**src/verilog/mres_pkg.sv**
```systemverilog
// Purpose: constants for the mac receive error statistics block
// Assumes: apb with 32-bit data, 125 MHz clock
// Notes: counters sit in the low bits of one aligned word each
// Functional notes
// - 8-bit counter of received frames that saw rx_er asserted.
// - symbol error frame of 64 bytes up to max length also counts as fcs error.
// - symbol error frame above max length counts as jabber instead.
// - max length 1518, 1536 with big frame bit 8, 10240 with jumbo bit 3.
// - 8-bit excess length counter: frame above max length, no crc/align/symbol error.
// - 8-bit jabber counter: frame above max length with crc, align or symbol error.
// - 8-bit undersize counter: frame below 64 bytes with no error.
// - half duplex: count frame when col not seen within 96 bit times of tx_en fall.
// - 8-bit counter of frames with measured length below the length field.
// - mismatch checking only while config bit 16 is set.
// - no mismatch count for length/type 0x0600 or above, or excess length frames.
// - 16-bit counter of transmitted pause frames.
package mres_pkg;
  localparam logic [7:0]  ADDR_SYMBOL   = 8'h00;
  localparam logic [7:0]  ADDR_EXCESS   = 8'h04;
  localparam logic [7:0]  ADDR_JABBER   = 8'h08;
  localparam logic [7:0]  ADDR_UNDER    = 8'h0c;
  localparam logic [7:0]  ADDR_SQE      = 8'h10;
  localparam logic [7:0]  ADDR_MISMATCH = 8'h14;
  localparam logic [7:0]  ADDR_PAUSE    = 8'h18;
  localparam logic [7:0]  ADDR_FCS      = 8'h1c;
  localparam logic [7:0]  ADDR_CONFIG   = 8'h20;
  localparam int          BIT_JUMBO     = 3;
  localparam int          BIT_BIG       = 8;
  localparam int          BIT_LENCHK    = 16;
  localparam int          BIT_HALF      = 0;
  localparam int          BIT_SLOW      = 1;
  // slow flag must survive the mask or the 10 Mb/s window is unreachable
  localparam logic [31:0] CONFIG_MASK   = 32'h0001_010b;
  localparam logic [13:0] LEN_MIN       = 14'h0040;
  localparam logic [13:0] LEN_STD       = 14'h05ee;
  localparam logic [13:0] LEN_BIG       = 14'h0600;
  localparam logic [13:0] LEN_JUMBO     = 14'h2800;
  localparam logic [15:0] TYPE_MIN      = 16'h0600;
  localparam int          CLK_MHZ       = 125;
  localparam int          BIT_NS_100M   = 10;
  localparam int          SQE_BITS      = 96;
  // 100 Mb/s bit time; 10 Mb/s users set the slow flag (10x)
  localparam int          SQE_CYC_FAST  = SQE_BITS * BIT_NS_100M * CLK_MHZ / 1000;
  localparam int          SQE_CYC_SLOW  = SQE_CYC_FAST * 10;
  localparam logic [7:0]  CNT8_RST      = 8'h00;
  localparam logic [15:0] CNT16_RST     = 16'h0000;
  localparam logic [31:0] READ_ZERO     = 32'h0000_0000;
  typedef enum logic [1:0] {SQE_IDLE, SQE_TX, SQE_WAIT} mres_sqe_type;
endpackage

```
**src/verilog/mres_evt_if.sv**
```systemverilog
`timescale 1ns/1ps
// Purpose: event strobes between sqe checker and counters
// Assumes: one clock domain
// Notes: sqe_fail is one cycle wide; sqe_busy is a level held while the checker is not idle
interface mres_evt_if;
  logic sqe_fail;
  logic sqe_busy;
  modport src (output sqe_fail, output sqe_busy);
  modport dst (input sqe_fail, input sqe_busy);
endinterface

```
**src/verilog/mres_sqe_check.sv**
```systemverilog
`timescale 1ns/1ps
// Purpose: watch col after tx_en falls in half duplex
// Assumes: mii signals synchronous to clk
// Notes: window length in clock cycles depends on line speed
module mres_sqe_check (
  input  wire logic   clk,
  input  wire logic   sys_rst,
  input  wire logic   half_duplex,
  input  wire logic   slow_link,
  input  wire logic   tx_en,
  input  wire logic   col,
  mres_evt_if.src     evt
);
  mres_pkg::mres_sqe_type state_reg;
  logic [15:0]            win_reg;
  logic [15:0]            win_len;

  assign win_len = slow_link ? 16'(mres_pkg::SQE_CYC_SLOW) : 16'(mres_pkg::SQE_CYC_FAST);

  always_ff @(posedge clk) begin
    if (sys_rst) begin
      state_reg    <= mres_pkg::SQE_IDLE;
      win_reg      <= 16'h0000;
      evt.sqe_fail <= 1'b0;
    end else begin
      evt.sqe_fail <= 1'b0;
      case (state_reg)
        mres_pkg::SQE_IDLE: begin
          if (tx_en && half_duplex) begin
            state_reg <= mres_pkg::SQE_TX;
          end
        end
        mres_pkg::SQE_TX: begin
          if (!tx_en) begin
            state_reg <= mres_pkg::SQE_WAIT;
            win_reg   <= win_len;
          end
        end
        mres_pkg::SQE_WAIT: begin
          if (col) begin
            state_reg <= mres_pkg::SQE_IDLE;
          end else if (win_reg <= 16'h0001) begin
            evt.sqe_fail <= 1'b1;
            state_reg    <= mres_pkg::SQE_IDLE;
          end else begin
            win_reg <= win_reg - 16'h0001;
          end
        end
        default: state_reg <= mres_pkg::SQE_IDLE;
      endcase
    end
  end

  assign evt.sqe_busy = (state_reg != mres_pkg::SQE_IDLE);
endmodule

```
**src/verilog/mres_top.sv**
```systemverilog
`timescale 1ns/1ps
// Purpose: receive error statistics counters with apb access
// Assumes: frame end strobe carries length and error flags for that frame
// Notes: counters wrap; a bus write in the same cycle as an event wins
module mres_top (
  input  wire logic        clk,
  input  wire logic        sys_rst,
  input  wire logic        psel,
  input  wire logic        penable,
  input  wire logic        pwrite,
  input  wire logic [7:0]  paddr,
  input  wire logic [31:0] pwdata,
  output logic [31:0]      prdata,
  output logic             pready,
  output logic             pslverr,
  input  wire logic        rx_dv,
  input  wire logic        rx_er,
  input  wire logic        rx_frame_end,
  input  wire logic [13:0] rx_frame_len,
  input  wire logic [15:0] rx_len_field,
  input  wire logic        rx_crc_err,
  input  wire logic        rx_align_err,
  input  wire logic        tx_en,
  input  wire logic        col,
  input  wire logic        tx_pause_sent,
  output logic             sqe_active
);
  mres_evt_if evt ();

  logic [31:0] config_reg;
  logic [7:0]  symbol_error_counter;
  logic [7:0]  excess_length_counter;
  logic [7:0]  jabber_counter;
  logic [7:0]  undersize_counter;
  logic [7:0]  sqe_error_counter;
  logic [7:0]  length_mismatch_counter;
  logic [15:0] pause_tx_counter;
  logic [7:0]  fcs_counter;
  logic        sym_seen_reg;
  logic [13:0] max_len;
  logic        sym_err;
  logic        any_err;
  logic        too_long;
  logic        too_short;
  logic        wr_en;
  logic        rd_en;
  logic        addr_ok;
  logic [31:0] rd_next;

  function automatic logic hit(input logic [7:0] a, input logic [7:0] b);
    hit = (a == b);
  endfunction

  mres_sqe_check u_sqe (
    .clk         (clk),
    .sys_rst     (sys_rst),
    .half_duplex (config_reg[mres_pkg::BIT_HALF]),
    .slow_link   (config_reg[mres_pkg::BIT_SLOW]),
    .tx_en       (tx_en),
    .col         (col),
    .evt         (evt)
  );

  // jumbo takes priority over big when both are set
  always_comb begin
    if (config_reg[mres_pkg::BIT_JUMBO]) begin
      max_len = mres_pkg::LEN_JUMBO;
    end else if (config_reg[mres_pkg::BIT_BIG]) begin
      max_len = mres_pkg::LEN_BIG;
    end else begin
      max_len = mres_pkg::LEN_STD;
    end
  end

  // rx_er at the closing cycle still belongs to this frame
  assign sym_err   = sym_seen_reg | rx_er;
  assign any_err   = sym_err | rx_crc_err | rx_align_err;
  assign too_long  = rx_frame_len > max_len;
  assign too_short = rx_frame_len < mres_pkg::LEN_MIN;

  always_ff @(posedge clk) begin
    if (sys_rst || rx_frame_end) begin
      sym_seen_reg <= 1'b0;
    end else if (rx_dv && rx_er) begin
      sym_seen_reg <= 1'b1;
    end
  end

  // zero wait state slave: access phase always completes at once
  assign wr_en = psel & penable & pwrite;
  assign rd_en = psel & penable & ~pwrite;
  assign addr_ok = hit(paddr, mres_pkg::ADDR_SYMBOL) | hit(paddr, mres_pkg::ADDR_EXCESS)
                 | hit(paddr, mres_pkg::ADDR_JABBER) | hit(paddr, mres_pkg::ADDR_UNDER)
                 | hit(paddr, mres_pkg::ADDR_SQE) | hit(paddr, mres_pkg::ADDR_MISMATCH)
                 | hit(paddr, mres_pkg::ADDR_PAUSE) | hit(paddr, mres_pkg::ADDR_FCS)
                 | hit(paddr, mres_pkg::ADDR_CONFIG);

  always_ff @(posedge clk) begin
    if (sys_rst) begin
      config_reg <= mres_pkg::READ_ZERO;
    end else if (wr_en && hit(paddr, mres_pkg::ADDR_CONFIG)) begin
      config_reg <= pwdata & mres_pkg::CONFIG_MASK;
    end
  end

  always_ff @(posedge clk) begin
    if (sys_rst) begin
      symbol_error_counter <= mres_pkg::CNT8_RST;
    end else if (wr_en && hit(paddr, mres_pkg::ADDR_SYMBOL)) begin
      symbol_error_counter <= pwdata[7:0];
    end else if (rx_frame_end && sym_err) begin
      symbol_error_counter <= symbol_error_counter + 8'h01;
    end
  end

  always_ff @(posedge clk) begin
    if (sys_rst) begin
      fcs_counter <= mres_pkg::CNT8_RST;
    end else if (wr_en && hit(paddr, mres_pkg::ADDR_FCS)) begin
      fcs_counter <= pwdata[7:0];
    end else if (rx_frame_end && !too_long && !too_short
                 && (sym_err || rx_crc_err || rx_align_err)) begin
      fcs_counter <= fcs_counter + 8'h01;
    end
  end

  always_ff @(posedge clk) begin
    if (sys_rst) begin
      excess_length_counter <= mres_pkg::CNT8_RST;
    end else if (wr_en && hit(paddr, mres_pkg::ADDR_EXCESS)) begin
      excess_length_counter <= pwdata[7:0];
    end else if (rx_frame_end && too_long && !any_err) begin
      excess_length_counter <= excess_length_counter + 8'h01;
    end
  end

  always_ff @(posedge clk) begin
    if (sys_rst) begin
      jabber_counter <= mres_pkg::CNT8_RST;
    end else if (wr_en && hit(paddr, mres_pkg::ADDR_JABBER)) begin
      jabber_counter <= pwdata[7:0];
    end else if (rx_frame_end && too_long && any_err) begin
      jabber_counter <= jabber_counter + 8'h01;
    end
  end

  always_ff @(posedge clk) begin
    if (sys_rst) begin
      undersize_counter <= mres_pkg::CNT8_RST;
    end else if (wr_en && hit(paddr, mres_pkg::ADDR_UNDER)) begin
      undersize_counter <= pwdata[7:0];
    end else if (rx_frame_end && too_short && !any_err) begin
      undersize_counter <= undersize_counter + 8'h01;
    end
  end

  always_ff @(posedge clk) begin
    if (sys_rst) begin
      sqe_error_counter <= mres_pkg::CNT8_RST;
    end else if (wr_en && hit(paddr, mres_pkg::ADDR_SQE)) begin
      sqe_error_counter <= pwdata[7:0];
    end else if (evt.sqe_fail) begin
      sqe_error_counter <= sqe_error_counter + 8'h01;
    end
  end

  always_ff @(posedge clk) begin
    if (sys_rst) begin
      length_mismatch_counter <= mres_pkg::CNT8_RST;
    end else if (wr_en && hit(paddr, mres_pkg::ADDR_MISMATCH)) begin
      length_mismatch_counter <= pwdata[7:0];
    end else if (rx_frame_end && config_reg[mres_pkg::BIT_LENCHK]
                 && rx_len_field < mres_pkg::TYPE_MIN && !too_long
                 && {2'b00, rx_frame_len} < rx_len_field) begin
      length_mismatch_counter <= length_mismatch_counter + 8'h01;
    end
  end

  always_ff @(posedge clk) begin
    if (sys_rst) begin
      pause_tx_counter <= mres_pkg::CNT16_RST;
    end else if (wr_en && hit(paddr, mres_pkg::ADDR_PAUSE)) begin
      pause_tx_counter <= pwdata[15:0];
    end else if (tx_pause_sent) begin
      pause_tx_counter <= pause_tx_counter + 16'h0001;
    end
  end

  always_comb begin
    rd_next = mres_pkg::READ_ZERO;
    case (paddr)
      mres_pkg::ADDR_SYMBOL:   rd_next = {24'h000000, symbol_error_counter};
      mres_pkg::ADDR_EXCESS:   rd_next = {24'h000000, excess_length_counter};
      mres_pkg::ADDR_JABBER:   rd_next = {24'h000000, jabber_counter};
      mres_pkg::ADDR_UNDER:    rd_next = {24'h000000, undersize_counter};
      mres_pkg::ADDR_SQE:      rd_next = {24'h000000, sqe_error_counter};
      mres_pkg::ADDR_MISMATCH: rd_next = {24'h000000, length_mismatch_counter};
      mres_pkg::ADDR_PAUSE:    rd_next = {16'h0000, pause_tx_counter};
      mres_pkg::ADDR_FCS:      rd_next = {24'h000000, fcs_counter};
      mres_pkg::ADDR_CONFIG:   rd_next = config_reg;
      default:                 rd_next = mres_pkg::READ_ZERO;
    endcase
  end

  // answer registered in setup cycle so pready is a flop and access takes one cycle
  always_ff @(posedge clk) begin
    if (sys_rst) begin
      prdata  <= mres_pkg::READ_ZERO;
      pready  <= 1'b0;
      pslverr <= 1'b0;
    end else begin
      pready  <= psel & ~penable;
      pslverr <= psel & ~penable & ~addr_ok;
      if (psel && !penable && !pwrite) begin
        prdata <= rd_next;
      end
    end
  end

  always_ff @(posedge clk) begin
    if (sys_rst) begin
      sqe_active <= 1'b0;
    end else begin
      sqe_active <= evt.sqe_busy;
    end
  end
endmodule

```
**config.mk**
```make
export PLATFORM = sky130hd
export DESIGN_NAME = mres_top
export DESIGN_NICKNAME = d
export VERILOG_FILES = /design/src/verilog/mres_pkg.sv /design/src/verilog/mres_evt_if.sv /design/src/verilog/mres_sqe_check.sv /design/src/verilog/mres_top.sv
export SDC_FILE = /design/constraint.sdc
export NUM_CORES = 1
export LEC_CHECK = 0
export ABC_CLOCK_PERIOD_IN_PS = 3350
export BUFFER_PORTS_ARGS = -buffer_cell sky130_fd_sc_hd__buf_2
export CORE_ASPECT_RATIO = 1.2
export CORE_UTILIZATION = 57
export CTS_CLUSTER_SIZE = 10
export DETAILED_ROUTE_END_ITERATION = 16
export GPL_TIMING_DRIVEN = 1
export PLACE_DENSITY = 0.82
export SETUP_SLACK_MARGIN = 0.1
export SYNTH_ARGS = -nofsm -noshare
export SYNTH_HDL_FRONTEND = slang
export SYNTH_SLANG_ARGS = --single-unit
```
**constraint.sdc**
```tcl
create_clock -name clk -period 3.35 [get_ports clk]
set_input_delay 0 -clock clk [delete_from_list [all_inputs] [get_ports clk]]
set_output_delay 0 -clock clk [all_outputs]
set_load 0.005 [all_outputs]
```
==> impl_metrics.csv <==
group,metric,value,unit
pwr,internal_power,2.607,mW
synth,synth.distinct_cells,56,
cts,numCtsBuffers,17,
timing,fin_skew,0.008454,ns
die,initial_utilization,58.15,%
die,die_y,123.5,µm
critical_path,crit_fanout,7,
synth,synth_seq_cells,117,
critical_path,worstPathCellList,"nor2_4 -> inv_1 -> ha_1 -> a2111oi_0 -> a21oi_1 -> a21oi_1 -> o2111a_2 -> o21ai_1 -> buf_4 -> or3_1 -> a311oi_1",
pwr,clockPowerShare,50.8,%
critical_path,worst_path_max_delay_cell,"a2111oi_0",
finish,fin_nets,1061,
finish,drive_gt1_share,14.81,%
critical_path,worstSetupPathType,"reg2reg",
timing,layout_min_cycle_time,3.024,ns
cts,post-cts-setup-buffers,0,
routing,wirelength,19.30,mm
synth,postSynthAreaPerCell,8.114,µm²
pwr,p_seq_share,41.5,%
critical_path,regToRegStartpoint,"config_reg[3]$_SDFFE_PP0P_",
routing,vias,6798,
timing,slew_headroom,30.80,%
pwr,p_per_area,414.5,nW/µm²
critical_path,cp.arrival,3.35,ns
critical_path,end_kind,"register",
hold_path,hold_path_end,"undersize_counter[0]$_SDFFE_PP0P_",
critical_path,startpoint_type,"register",
die,io_pins,118,
cts,cts_tree,"done",
synth,synth_edf_count,0,
routing,antenna_left,0,
cts,cts_buffer_depth,2,
synth,synthMuxAreaShare,4.730,%
global_route,grt-ovfl-total,0,
die,dieArea,12750,µm²
critical_path,crit_required,3.68,ns
routing,first_iter_violations,588,
synth,synthCells,864,
pwr,leakage,3.218,nW
placement,hpwl,13.19,mm
finish,diodes,0,
critical_path,crit_buf_inv,2,
global_route,grt_start_max_net_pins,78,
finish,area_growth,17.54,%
timing,post-route-period-util,90.28,%
cts,clk_latency,0.42,ns
synth,dominantRegCellSynth,"dfxtp_1",
critical_path,crit_top_cell,"a21oi_1",
routing,wl_per_cell,17.23,µm
critical_path,timing.critical_path.slowest_cell_delay,0.42,ns
cts,cts_htree_levels,4,
synth,synthXorXnorAreaFrac,7.371,%
cts,cts_num_sinks,117,
timing,tightestPinTransition,1.035,ns
pwr,vdd_drop_max,0.3176,mV
global_route,grt_use_total,31.31,%
routing,drt_pass1_iterations,5,
critical_path,r2r_slack,0.33,ns
synth,synth_compound_area_share,19.44,%
timing,tns,0,ns
global_route,antenna_found_initial,0,
timing,holdWs,0.01473,ns
cts,clk_pin_slew,0.06,ns
routing,drc,0,
die,row_count,44,
synth,synth_top_family_by_area,"simple AND/OR/NAND/NOR gates",
synth,syn_area,7010,µm²
critical_path,reg2reg_depth,11,
placement,place_congestion,0.9377,
pwr,netSwitchingFraction,23.68,%
pwr,p_sw,808.8,µW
finish,largest_reg_flops,17,
synth,async_flop_share,0,%
finish,fin_util,68.35,%
pwr,fin_total_pwr,3.416,mW
outcome,status,"complete, no violations",
synth,ys_seq_area_share,33.41,%
placement,numPortBuffers,87,
cts,root_buffer,"clkbuf_16",
hold_path,hp-start,"pwdata[0]",
critical_path,r2r-end,"length_mismatch_counter[3]$_SDFFE_PP0P_",
timing,drv_slew,0,
synth,yosysWarnings,0,
timing,rsz0062_at_grt,"no",
run,maxCapViolations,0,
critical_path,crit_family,"compound AO/OA/AOI/OAI gates",
die,die_x,103.2,µm
timing,hold_viol,0,
hold_path,worstHoldPathType,"in2reg",
global_route,grt_pass1_vias,6040,
pwr,comb_power_share,7.7,%
timing,setup_viol,0,
routing,via_per_inst,6.070,
global_route,grt_pass1_wl,30.14,mm
die,core_area,12060,µm²
synth,yosys.area_share.simple,23.93,%
synth,synth-adder-area-share,5.354,%
timing,fmax,330.7,MHz
hold_path,hold_depth,3,
cell type report:
class	instances	area, µm²
Timing Repair Buffer	118	730.7
Clock inverter	9	106.4
Fill cell	984	3816
Multi-Input combinational cell	672	4327
Sequential cell	117	2342
Tap cell	161	201.4
Clock buffer	21	450.4
Inverter	22	82.58
synthesized netlist by cell type (9+ instances only):
library cell  number  share of area (%)
a211oi_1          62                6.6
a21oi_1           24                1.7
a22oi_1           26                2.8
a311oi_1          11                1.4
buf_4             15                1.6
clkbuf_1          40                2.1
dfxtp_1          117                 33
ha_1              30                5.4
inv_1             22                1.2
mux2_2             9                1.4
mux2i_1           23                3.3
nand2_1           58                3.1
nand3_1           28                2.0
nand4_1           22                2.0
nor2_1           131                7.0
nor3_1            18                1.3
nor4_1            12                1.1
o21ai_0           24                1.7
or3_1             10               0.89
xnor2_1           28                3.5
xor2_1            31                3.9
what timing repair did:
| action | 4_1_cts | 5_1_grt |
|---|---|---|
| resized for setup | 0 | 2 |
| endpoints found under the setup margin | 0 | 5 |
| hold endpoints to repair | 57 | 0 |
| hold buffers | 24 | 0 |
through the flow:
step | instance area [µm²] | worst slack (ns) | instances
floorplan | 7063 | 0.4450 | 878
detailed placement | 7437 | 0.1961 | 1066
global route | 8240 | 0.1202 | 1120
global placement | 7437 | 0.3086 | 1066
finish | 8240 | 0.3258 | 1120
CTS | 8234 | 0.1733 | 1120
tightest hold or removal path, delay by kind of cell:
family / cells / cell delay, ns
AO/OA/AOI/OAI: 1 / 0.05
buffers and inverters: 1 / 0.20
AND/OR/NAND/NOR: 1 / 0.13
power by group through the flow:
stage | Sequential (mW) | Clock, mW | Combinational [mW]
final | 1.42 | 1.74 | 0.262
after global routing | 1.42 | 1.81 | 0.288
after CTS | 1.42 | 1.75 | 0.257
after detailed placement | 1.45 | 0 | 0.235
after global placement | 1.45 | 0 | 0.232
after floorplan | 1.44 | 0 | 0.155
cells by family (layout without fill, tap and decap cells):
logic type,after synthesis,count (layout)
compound gates,194,194
xor+xnor,59,59
fa+ha+maj,30,30
buf+inv,89,170
flops,117,117
mux,32,32
other cells,1,15
simple gates,342,342
cell usage in the layout, fill, tap and decap left out, types with 7 or more instances in the layout:
| cell type | count |
|---|---|
| a211oi_1 | 62 |
| nor3_1 | 18 |
| nand4_1 | 22 |
| mux2i_1 | 23 |
| nor2b_1 | 8 |
| a311oi_1 | 11 |
| and3_1 | 8 |
| xnor2_1 | 28 |
| ha_1 | 30 |
| nand3_1 | 28 |
| o21ai_0 | 24 |
| dfxtp_1 | 117 |
| buf_2 | 86 |
| or3_1 | 10 |
| a22o_1 | 7 |
| nor4_1 | 12 |
| dlygate4sd3_1 | 24 |
| a22oi_1 | 26 |
| a21oi_1 | 24 |
| nand2_1 | 58 |
| nor2_1 | 131 |
| o31ai_1 | 8 |
| buf_4 | 8 |
| inv_1 | 22 |
| or4_1 | 8 |
| xor2_1 | 31 |
| conb_1 | 15 |
| mux2_2 | 9 |
| clkbuf_16 | 17 |
layer usage:
metal	GRT usage, %	share of wire, %
met5	0	0
met2	52.33	49
met1	39.21	42
met4	12.94	3.3
met3	6.049	6.4
how the worst max path moves through the flow:
stage	from	to	slack, ns	cells past startpoint
3_3_place_gp	config_reg[3]$_SDFFE_PP0P_	length_mismatch_counter[6]$_SDFFE_PP0P_	0.31	10
2_1_floorplan	config_reg[3]$_SDFFE_PP0P_	length_mismatch_counter[6]$_SDFFE_PP0P_	0.45	12
6_report	config_reg[3]$_SDFFE_PP0P_	length_mismatch_counter[3]$_SDFFE_PP0P_	0.33	11
3_5_place_dp	config_reg[3]$_SDFFE_PP0P_	length_mismatch_counter[3]$_SDFFE_PP0P_	0.20	11
5_1_grt	config_reg[3]$_SDFFE_PP0P_	length_mismatch_counter[3]$_SDFFE_PP0P_	0.12	11
4_1_cts	config_reg[3]$_SDFFE_PP0P_	length_mismatch_counter[3]$_SDFFE_PP0P_	0.17	11
No activity file was read; power rests on OpenSTA's default activity.
